### src/rtl/swf_cfg.svh
/*
 constants for the flash read / watermark block: offsets, reset values,
 encodings. assumes byte addresses on an 8-bit register port.
*/
// Function
// enable bits: tx bit0, rx bit1, reset zero
// pending register is read-only
// tx pending when tx level below mark
// tx pending clears once level reaches mark
// rx pending when rx level above mark
// rx pending clears once level drops to mark
// control bit0 selects flash mode, resets one
// mapped access runs whole flash read
// order: command, address, dummy, data
// format bit0 enables command phase
// format bits 3:1 address bytes 0..4
// format bits 7:4 dummy cycle count
// format bits 9:8 command lane protocol
// format bits 11:10 address/dummy protocol
// format bits 13:12 data protocol
// format bits 23:16 command byte, resets 3
// format bits 31:24 first dummy bits
// protocol 0 single, 1 dual, 2 quad
// three-bit tx and rx mark registers
// interrupt when pending and enabled
`ifndef SWF_CFG_SVH
`define SWF_CFG_SVH
`define SWF_OFF_TXMARK 8'h50
`define SWF_OFF_RXMARK 8'h54
`define SWF_OFF_FLASH_CTL 8'h60
`define SWF_OFF_READ_FMT 8'h64
`define SWF_OFF_IRQ_EN 8'h70
`define SWF_OFF_IRQ_PEND 8'h74
`define SWF_RST_TXMARK 3'h1
`define SWF_RST_RXMARK 3'h0
`define SWF_RST_FLASH_CTL 1'h1
`define SWF_RST_READ_FMT 32'h0003_0007
`define SWF_RST_IRQ_EN 2'h0
`define SWF_PROTO_SINGLE 2'h0
`define SWF_PROTO_DUAL 2'h1
`define SWF_PROTO_QUAD 2'h2
`define SWF_ADDR_MAX 3'h4
`define SWF_SCK_HALF 4
`define SWF_BITS_BYTE 6'h08
`define SWF_BITS_WORD 6'h20
`endif

### src/rtl/swf_pkg.sv
/*
 types for the flash read / watermark block.
 assumes swf_cfg.svh supplies the numeric constants.
*/
package swf_pkg;
   // format register layout, msb first
   typedef struct packed {
      logic [7:0] pad_code;
      logic [7:0] cmd_code;
      logic [1:0] rsvd;
      logic [1:0] data_proto;
      logic [1:0] addr_proto;
      logic [1:0] cmd_proto;
      logic [3:0] pad_cnt;
      logic [2:0] addr_len;
      logic cmd_en;
   } swf_fmt_t;

   typedef struct packed {
      logic rx;
      logic tx;
   } swf_wm_t;

   typedef enum logic [2:0] {
      ST_IDLE,
      ST_CMD,
      ST_ADDR,
      ST_PAD,
      ST_DATA
   } swf_state_t;
endpackage

### src/rtl/swf_top.sv
/*
 watermark interrupt logic and memory-mapped flash read sequencer.
 assumes fifo levels come from logic on ref_clk; dq inputs are pins.
*/
// Design decision made here: the address-and-strobe port.
`timescale 1ns/10ps
`include "swf_cfg.svh"
module swf_top #(
   parameter int LVL_W = 4,
   parameter int SCK_HALF = `SWF_SCK_HALF
) (
   input wire logic ref_clk, // system clock
   input wire logic rst, // sync reset, high
   input wire logic [7:0] reg_addr, // register byte address
   input wire logic [31:0] reg_wdata, // write data
   input wire logic reg_wr, // write strobe
   input wire logic reg_rd, // read strobe
   output logic [31:0] reg_rdata, // read data, next cycle
   input wire logic [LVL_W-1:0] tx_level, // tx fifo occupancy
   input wire logic [LVL_W-1:0] rx_level, // rx fifo occupancy
   output logic irq, // watermark interrupt
   input wire logic mm_req, // mapped read request pulse
   input wire logic [31:0] mm_addr, // flash byte address
   output logic mm_busy, // read in progress
   output logic mm_done, // read finished pulse
   output logic mm_err, // refused, flash mode off
   output logic [31:0] mm_rdata, // read word
   output logic sck, // flash clock
   output logic cs_n, // flash select, low
   output logic [3:0] dq_o, // data lanes out
   output logic [3:0] dq_oe, // data lanes drive enable
   input wire logic [3:0] dq_i // data lanes in
);

   // ------------------------------------------------------------
   // registers
   // ------------------------------------------------------------
   logic [2:0] txmark_reg;
   logic [2:0] rxmark_reg;
   logic flash_ctl_reg;
   swf_pkg::swf_fmt_t read_fmt_reg;
   swf_pkg::swf_wm_t irq_en_reg;
   swf_pkg::swf_wm_t pend_reg;
   swf_pkg::swf_wm_t pend_next;

   always_ff @(posedge ref_clk)
   begin
      if (rst)
      begin
         txmark_reg <= `SWF_RST_TXMARK;
         rxmark_reg <= `SWF_RST_RXMARK;
         flash_ctl_reg <= `SWF_RST_FLASH_CTL;
         read_fmt_reg <= `SWF_RST_READ_FMT;
         irq_en_reg <= `SWF_RST_IRQ_EN;
      end
      else if (reg_wr)
         unique case (reg_addr)
            `SWF_OFF_TXMARK: txmark_reg <= reg_wdata[2:0];
            `SWF_OFF_RXMARK: rxmark_reg <= reg_wdata[2:0];
            `SWF_OFF_FLASH_CTL: flash_ctl_reg <= reg_wdata[0];
            `SWF_OFF_READ_FMT: read_fmt_reg <= reg_wdata;
            `SWF_OFF_IRQ_EN: irq_en_reg <= reg_wdata[1:0];
            default: ;
         endcase
   end

   // pending is never written by software, writes to its offset drop
   always_ff @(posedge ref_clk)
   begin
      if (rst)
         reg_rdata <= 32'h0;
      else if (reg_rd)
         unique case (reg_addr)
            `SWF_OFF_TXMARK: reg_rdata <= {29'h0, txmark_reg};
            `SWF_OFF_RXMARK: reg_rdata <= {29'h0, rxmark_reg};
            `SWF_OFF_FLASH_CTL: reg_rdata <= {31'h0, flash_ctl_reg};
            `SWF_OFF_READ_FMT: reg_rdata <= {read_fmt_reg[31:16], 2'h0,
                                             read_fmt_reg[13:0]};
            `SWF_OFF_IRQ_EN: reg_rdata <= {30'h0, irq_en_reg};
            `SWF_OFF_IRQ_PEND: reg_rdata <= {30'h0, pend_reg};
            default: reg_rdata <= 32'h0;
         endcase
      else
         reg_rdata <= 32'h0;
   end

   // ------------------------------------------------------------
   // watermarks
   // ------------------------------------------------------------
   // level-based: the bit follows the fifo, so it clears by itself
   always_comb
   begin
      pend_next.tx = tx_level < LVL_W'(txmark_reg);
      pend_next.rx = rx_level > LVL_W'(rxmark_reg);
   end

   always_ff @(posedge ref_clk)
   begin
      if (rst)
         pend_reg <= 2'h0;
      else
         pend_reg <= pend_next;
   end

   always_ff @(posedge ref_clk)
   begin
      if (rst)
         irq <= 1'b0;
      else
         irq <= |(pend_reg & irq_en_reg);
   end

   // ------------------------------------------------------------
   // flash sequencer
   // ------------------------------------------------------------
   swf_pkg::swf_state_t state;
   swf_pkg::swf_state_t nxt;
   swf_pkg::swf_fmt_t fmt_lat;
   swf_pkg::swf_fmt_t fmt_c;
   logic [31:0] addr_lat;
   logic [31:0] addr_c;
   logic [31:0] sr;
   logic [31:0] ld_sr;
   logic [31:0] rx_sr;
   logic [5:0] cnt;
   logic [5:0] ld_cnt;
   logic [2:0] alen_c;
   logic [1:0] ld_lsh;
   logic [1:0] cur_proto;
   logic [$clog2(SCK_HALF+1)-1:0] div;
   logic tick;
   logic start;
   logic last;
   logic [3:0] dq_s1;
   logic [3:0] dq_s2;

   function automatic logic [1:0] lane_shift(input logic [1:0] p);
      // unknown encoding falls back to single lane
      unique case (p)
         `SWF_PROTO_DUAL: lane_shift = 2'h1;
         `SWF_PROTO_QUAD: lane_shift = 2'h2;
         default: lane_shift = 2'h0;
      endcase
   endfunction

   // a format change mid-read must not disturb it: use latched copy
   assign fmt_c = (state == swf_pkg::ST_IDLE) ? read_fmt_reg : fmt_lat;
   assign addr_c = (state == swf_pkg::ST_IDLE) ? mm_addr : addr_lat;
   assign alen_c = (fmt_c.addr_len > `SWF_ADDR_MAX) ? `SWF_ADDR_MAX
                   : fmt_c.addr_len;
   assign start = mm_req && (state == swf_pkg::ST_IDLE) && flash_ctl_reg;
   assign tick = (div == ($bits(div))'(SCK_HALF - 1));
   assign last = (cnt == 6'h1);

   // phase after the current one; empty phases are skipped
   always_comb
   begin
      nxt = swf_pkg::ST_DATA;
      unique case (state)
         swf_pkg::ST_IDLE:
            if (fmt_c.cmd_en)
               nxt = swf_pkg::ST_CMD;
            else if (alen_c != 3'h0)
               nxt = swf_pkg::ST_ADDR;
            else if (fmt_c.pad_cnt != 4'h0)
               nxt = swf_pkg::ST_PAD;
         swf_pkg::ST_CMD:
            if (alen_c != 3'h0)
               nxt = swf_pkg::ST_ADDR;
            else if (fmt_c.pad_cnt != 4'h0)
               nxt = swf_pkg::ST_PAD;
         swf_pkg::ST_ADDR:
            if (fmt_c.pad_cnt != 4'h0)
               nxt = swf_pkg::ST_PAD;
         swf_pkg::ST_PAD: nxt = swf_pkg::ST_DATA;
         swf_pkg::ST_DATA: nxt = swf_pkg::ST_IDLE;
      endcase
   end

   always_comb
   begin
      ld_sr = 32'h0;
      ld_cnt = `SWF_BITS_WORD;
      ld_lsh = 2'h0;
      unique case (nxt)
         swf_pkg::ST_CMD:
         begin
            ld_lsh = lane_shift(fmt_c.cmd_proto);
            ld_sr = {fmt_c.cmd_code, 24'h0};
            ld_cnt = `SWF_BITS_BYTE >> ld_lsh;
         end
         swf_pkg::ST_ADDR:
         begin
            ld_lsh = lane_shift(fmt_c.addr_proto);
            ld_sr = addr_c << (6'(`SWF_ADDR_MAX - alen_c) * 6'h8);
            ld_cnt = 6'({alen_c, 3'h0} >> ld_lsh);
         end
         swf_pkg::ST_PAD:
         begin
            ld_sr = {fmt_c.pad_code, 24'h0};
            ld_cnt = {2'h0, fmt_c.pad_cnt};
         end
         swf_pkg::ST_DATA:
         begin
            ld_lsh = lane_shift(fmt_c.data_proto);
            ld_cnt = `SWF_BITS_WORD >> ld_lsh;
         end
         swf_pkg::ST_IDLE: ;
      endcase
   end

   always_comb
   begin
      cur_proto = `SWF_PROTO_SINGLE;
      unique case (state)
         swf_pkg::ST_CMD: cur_proto = fmt_c.cmd_proto;
         swf_pkg::ST_ADDR,
         swf_pkg::ST_PAD: cur_proto = fmt_c.addr_proto;
         swf_pkg::ST_DATA: cur_proto = fmt_c.data_proto;
         swf_pkg::ST_IDLE: cur_proto = `SWF_PROTO_SINGLE;
      endcase
   end

   // input synchroniser for the data pins
   always_ff @(posedge ref_clk)
   begin
      dq_s1 <= dq_i;
      dq_s2 <= dq_s1;
   end
   // half-period enable; idle only while no read runs
   always_ff @(posedge ref_clk)
   begin
      if (rst || state == swf_pkg::ST_IDLE || tick)
         div <= '0;
      else
         div <= div + 1'b1;
   end

   // sck low-to-high samples, high-to-low shifts or changes phase
   always_ff @(posedge ref_clk)
   begin
      if (rst)
      begin
         state <= swf_pkg::ST_IDLE;
         sck <= 1'b0;
         cs_n <= 1'b1;
         sr <= 32'h0;
         cnt <= 6'h0;
         fmt_lat <= `SWF_RST_READ_FMT;
         addr_lat <= 32'h0;
      end
      else if (start)
      begin
         fmt_lat <= read_fmt_reg;
         addr_lat <= mm_addr;
         cs_n <= 1'b0;
         sck <= 1'b0;
         state <= nxt;
         sr <= ld_sr;
         cnt <= ld_cnt;
      end
      else if (state != swf_pkg::ST_IDLE && tick)
      begin
         sck <= ~sck;
         if (sck && last)
         begin
            state <= nxt;
            sr <= ld_sr;
            cnt <= ld_cnt;
            if (nxt == swf_pkg::ST_IDLE)
               cs_n <= 1'b1;
         end
         else if (sck)
         begin
            sr <= sr << (6'h1 << lane_shift(cur_proto));
            cnt <= cnt - 6'h1;
         end
      end
   end

   always_ff @(posedge ref_clk)
   begin
      if (rst)
         rx_sr <= 32'h0;
      else if (state == swf_pkg::ST_DATA && tick && !sck)
         unique case (lane_shift(cur_proto))
            2'h1: rx_sr <= {rx_sr[29:0], dq_s2[1:0]};
            2'h2: rx_sr <= {rx_sr[27:0], dq_s2};
            default: rx_sr <= {rx_sr[30:0], dq_s2[1]};
         endcase
   end

   // first flash byte lands in the lowest byte lane
   always_ff @(posedge ref_clk)
   begin
      if (rst)
      begin
         mm_done <= 1'b0;
         mm_err <= 1'b0;
         mm_rdata <= 32'h0;
      end
      else
      begin
         mm_done <= 1'b0;
         mm_err <= 1'b0;
         if (mm_req && state == swf_pkg::ST_IDLE && !flash_ctl_reg)
         begin
            mm_done <= 1'b1;
            mm_err <= 1'b1;
            mm_rdata <= 32'h0;
         end
         else if (state == swf_pkg::ST_DATA && tick && sck && last)
         begin
            mm_done <= 1'b1;
            mm_rdata <= {rx_sr[7:0], rx_sr[15:8], rx_sr[23:16],
                         rx_sr[31:24]};
         end
      end
   end

   assign mm_busy = (state != swf_pkg::ST_IDLE);

   // unused lanes float; single data keeps dq0 driven low
   always_comb
   begin
      dq_o = 4'h0;
      dq_oe = 4'h0;
      unique case (lane_shift(cur_proto))
         2'h1:
         begin
            dq_o = {2'h0, sr[31:30]};
            dq_oe = 4'h3;
         end
         2'h2:
         begin
            dq_o = sr[31:28];
            dq_oe = 4'hf;
         end
         default:
         begin
            dq_o = {3'h0, sr[31]};
            dq_oe = 4'h1;
         end
      endcase
      if (state == swf_pkg::ST_IDLE)
         dq_oe = 4'h0;
      else if (state == swf_pkg::ST_DATA)
      begin
         dq_o = 4'h0;
         if (lane_shift(cur_proto) != 2'h0)
            dq_oe = 4'h0;
      end
   end
endmodule

### config.mk
export PLATFORM = sky130hd
export DESIGN_NAME = swf_top
export DESIGN_NICKNAME = d
export VERILOG_FILES = /design/src/rtl/swf_pkg.sv /design/src/rtl/swf_top.sv
export VERILOG_INCLUDE_DIRS = /design/src /design/src/rtl
export SDC_FILE = /design/constraint.sdc
export NUM_CORES = 1
export LEC_CHECK = 0
export ABC_CLOCK_PERIOD_IN_PS = 10400
export BUFFER_PORTS_ARGS = -buffer_cell sky130_fd_sc_hd__clkbuf_2
export CORE_ASPECT_RATIO = 0.75
export CORE_MARGIN = 2
export CORE_UTILIZATION = 63
export DETAILED_ROUTE_END_ITERATION = 12
export PLACE_DENSITY = 0.95
export SETUP_SLACK_MARGIN = 0.5
export SLEW_MARGIN = 20
export SYNTH_ARGS = -nofsm -noshare
export SYNTH_HDL_FRONTEND = slang
export SYNTH_SLANG_ARGS = --single-unit
### constraint.sdc
create_clock -name ref_clk -period 10.4 [get_ports ref_clk]
set_clock_uncertainty 0.15 [all_clocks]
set_input_delay 2.6 -clock ref_clk [delete_from_list [all_inputs] [get_ports ref_clk]]
set_output_delay 2.6 -clock ref_clk [all_outputs]
set_load 0.05 [all_outputs]
==> metrics.txt <==
number of synthesis warnings=0; maximum fanout along the worst path=70; Pwr Density=180.5 nW/µm²; crit path launch type=register; final period utilization=0.6873; drt pass-1 iters=9; GRT Total Usage=0.3303; Most used DFF post-synth=dfxtp_1; Mapped Cells=approximately 1700; layout cell share with drive strength beyond 1=0.1529; run status=complete, no violations; # clock sinks=around 250; logic gate share of total power=0.247; synth unique cells=76; Worst Path Arrival=4.40 ns; initial antenna violation count=1; NetSw=0.9073 mW; share of the synthesized area in the top cell type=0.3791; cell-internal power=1.791 mW; Cell Count, Final, Fillers Out=2101; Root Driver=clkbuf_16; vias in the first global route=about 12000; commonest non-fill, non-tap cell in the layout=nand2_1; Fin. Hold Viols=0; 1st-iter DRT viols=1951; Clk Latency, worst-skew pair=around 0.55 ns; Ports=approximately 170; VDD IR max=0.1567 mV; Initial Util=0.6384; top cell type by total area after synthesis=dfxtp_1; Design Power=approximately 2.7 mW; via count=13410; ranking of synthesized cells by area=dfxtp_1 38%, nand2_1 14%, a21oi_1 7.4%, mux2i_1 7.2%, mux4_2 2.4%; Final setup viols=0; Port Buffers=162; Die ar.=roughly 22000 µm²; most frequent cells in the layout=494 x nand2_1, 254 x dfxtp_1, 197 x a21oi_1; CTS HTree Levels=1; average size of a mapped cell=7.743 µm²; core area=21010 µm²; grt ovf=0; Post-CTS Setup Bufs=0; fill cell count=1562; Post-synth EDFFs=0; R2R depth=10; global-route wire length before repair=60560 µm; Clock Pin Slew Worst Setup and Hold Paths=0.06 ns; setup ws final=3.252 ns; Post-DP HPWL=between 20000 and 25000 µm; maximum clock frequency=0.1399 GHz; antenna-violating nets left=0; DP Cell Count=2054; clock buffer depth=3; Final TNS setup=0 ns; Seq/Total Area, Yosys=0.3791; Sequential Power Share=0.401; CP Capture Type=primary output; Vias/cell=6.383; clock network power share=0.353; Die Span X=172.5 µm; drc violations=0; dpl ws=3.997 ns; WL/cell=approximately 18 µm; Num CTS Buffers=25; Post-Syn Area=13410 µm²; CTS tree=built; HP Class=register to register; Final Util=0.7117; DP Area=14070 µm²; post-synthesis sequential element count=254; hold_ws=about 0.18 ns; Async SR Flop Fraction=0; Area Overhead vs Synth=11.48%; Worst slew margin=0.2342; drt total wl=roughly 38000 µm; pin count of the biggest net entering global routing=103; Hold Crit Depth=0; cts hold-fix bufs=0; max-slew violations=0; Slew @ Worst Pin=about 1.1 ns; RSZ-0062 raised after global routing=no; Sw Share=0.3362; crit path kind=register to primary output; nets=1902; post_cts resized=0; Rows=46; Leakage=5.739 nW; post-route cell area=14950 µm²; RePlAce Congestion=0.9609; maxcap violations=0; Die Y=130.4 µm; Critical Path RT=7.65 ns; Final Critical Period=slightly above 7 ns
-- synth_stat cells, types with 14 or more instances --
master,count
mux2i_1,97
a31oi_1,23
dfxtp_1,254
inv_1,21
nand2_1,495
nor2_1,63
buf_2,41
mux2_2,20
nor3_1,24
a211oi_1,18
a21oi_1,197
o21ai_0,60
a22oi_1,36
clkbuf_1,72
nand3_1,44
and2_1,32
mux4_2,14
ha_1,20
buf_1,14
-- worst paths after layout --
| path | slack [ns] | end | startpoint |
|---|---|---|---|
| setup reg to reg | 5.49 | sr[23] | state[2] |
| hold / removal | 0.18 | dq_s2[1] | dq_s1[1] |
| hold reg to reg | 0.18 | dq_s2[1] | dq_s1[1] |
| setup / recovery | 3.25 | dq_oe[3] | state[2] |
-- cell type report --
cell class / instances / area [µm²] / area share
multi-input combinational: 1313 / 7640 / 0.5110
clock buffer: 33 / 695.7 / 0.04653
inverter: 23 / 86.33 / 0.005774
antenna: 1 / 2.502 / 0.0001674
timing repair buffer: 176 / 918.4 / 0.06142
tap: 288 / 360.3 / 0.02410
sequential: 254 / 5085 / 0.3401
clock inverter: 13 / 163.9 / 0.01096
-- cell families (layout without fill, tap and decap cells) --
group,count (synthesis),after routing,synth area share
buffers and inverters,166,245,0.05588
muxes,132,132,0.1138
and+or+nand+nor,729,729,0.2371
AOI/OAI and AO/OA,426,426,0.1926
DFF,254,254,0.3791
adders and majority gates,20,20,0.01866
xor gates and xnor gates,4,4,0.002613
other,1,3,0.0002796
-- worst max-delay path, cell delays in order, from the launching register on --
cell and delay [ns]:
dfxtp_1 0.70, nor2b_1 0.23, a222oi_1 0.79, ha_4 0.22, buf_4 0.61, clkinv_1 0.56
a21oi_1 0.37, clkbuf_2 0.33
-- power by group through the flow --
stage               registers, mW  logic [mW]  clock network [mW]
finish                       1.08       0.666               0.951
global route                 1.09       0.706               0.995
CTS                          1.08       0.635               0.952
detailed placement           1.10       0.628                   0
global placement             1.10       0.611                   0
floorplan                    1.08       0.476                   0
-- metal layers --
metal	vias to the layer above	global-route usage	share of wire	wire length (µm)
met5	-	0	0	0
met4	0	0.1275	0.038	1443
met3	162	0.06521	0.11	4214
met2	906	0.5216	0.45	17080
met1	6183	0.4492	0.40	15070
li1	6160	-	-	-
(Power assumes the default switching activity.)
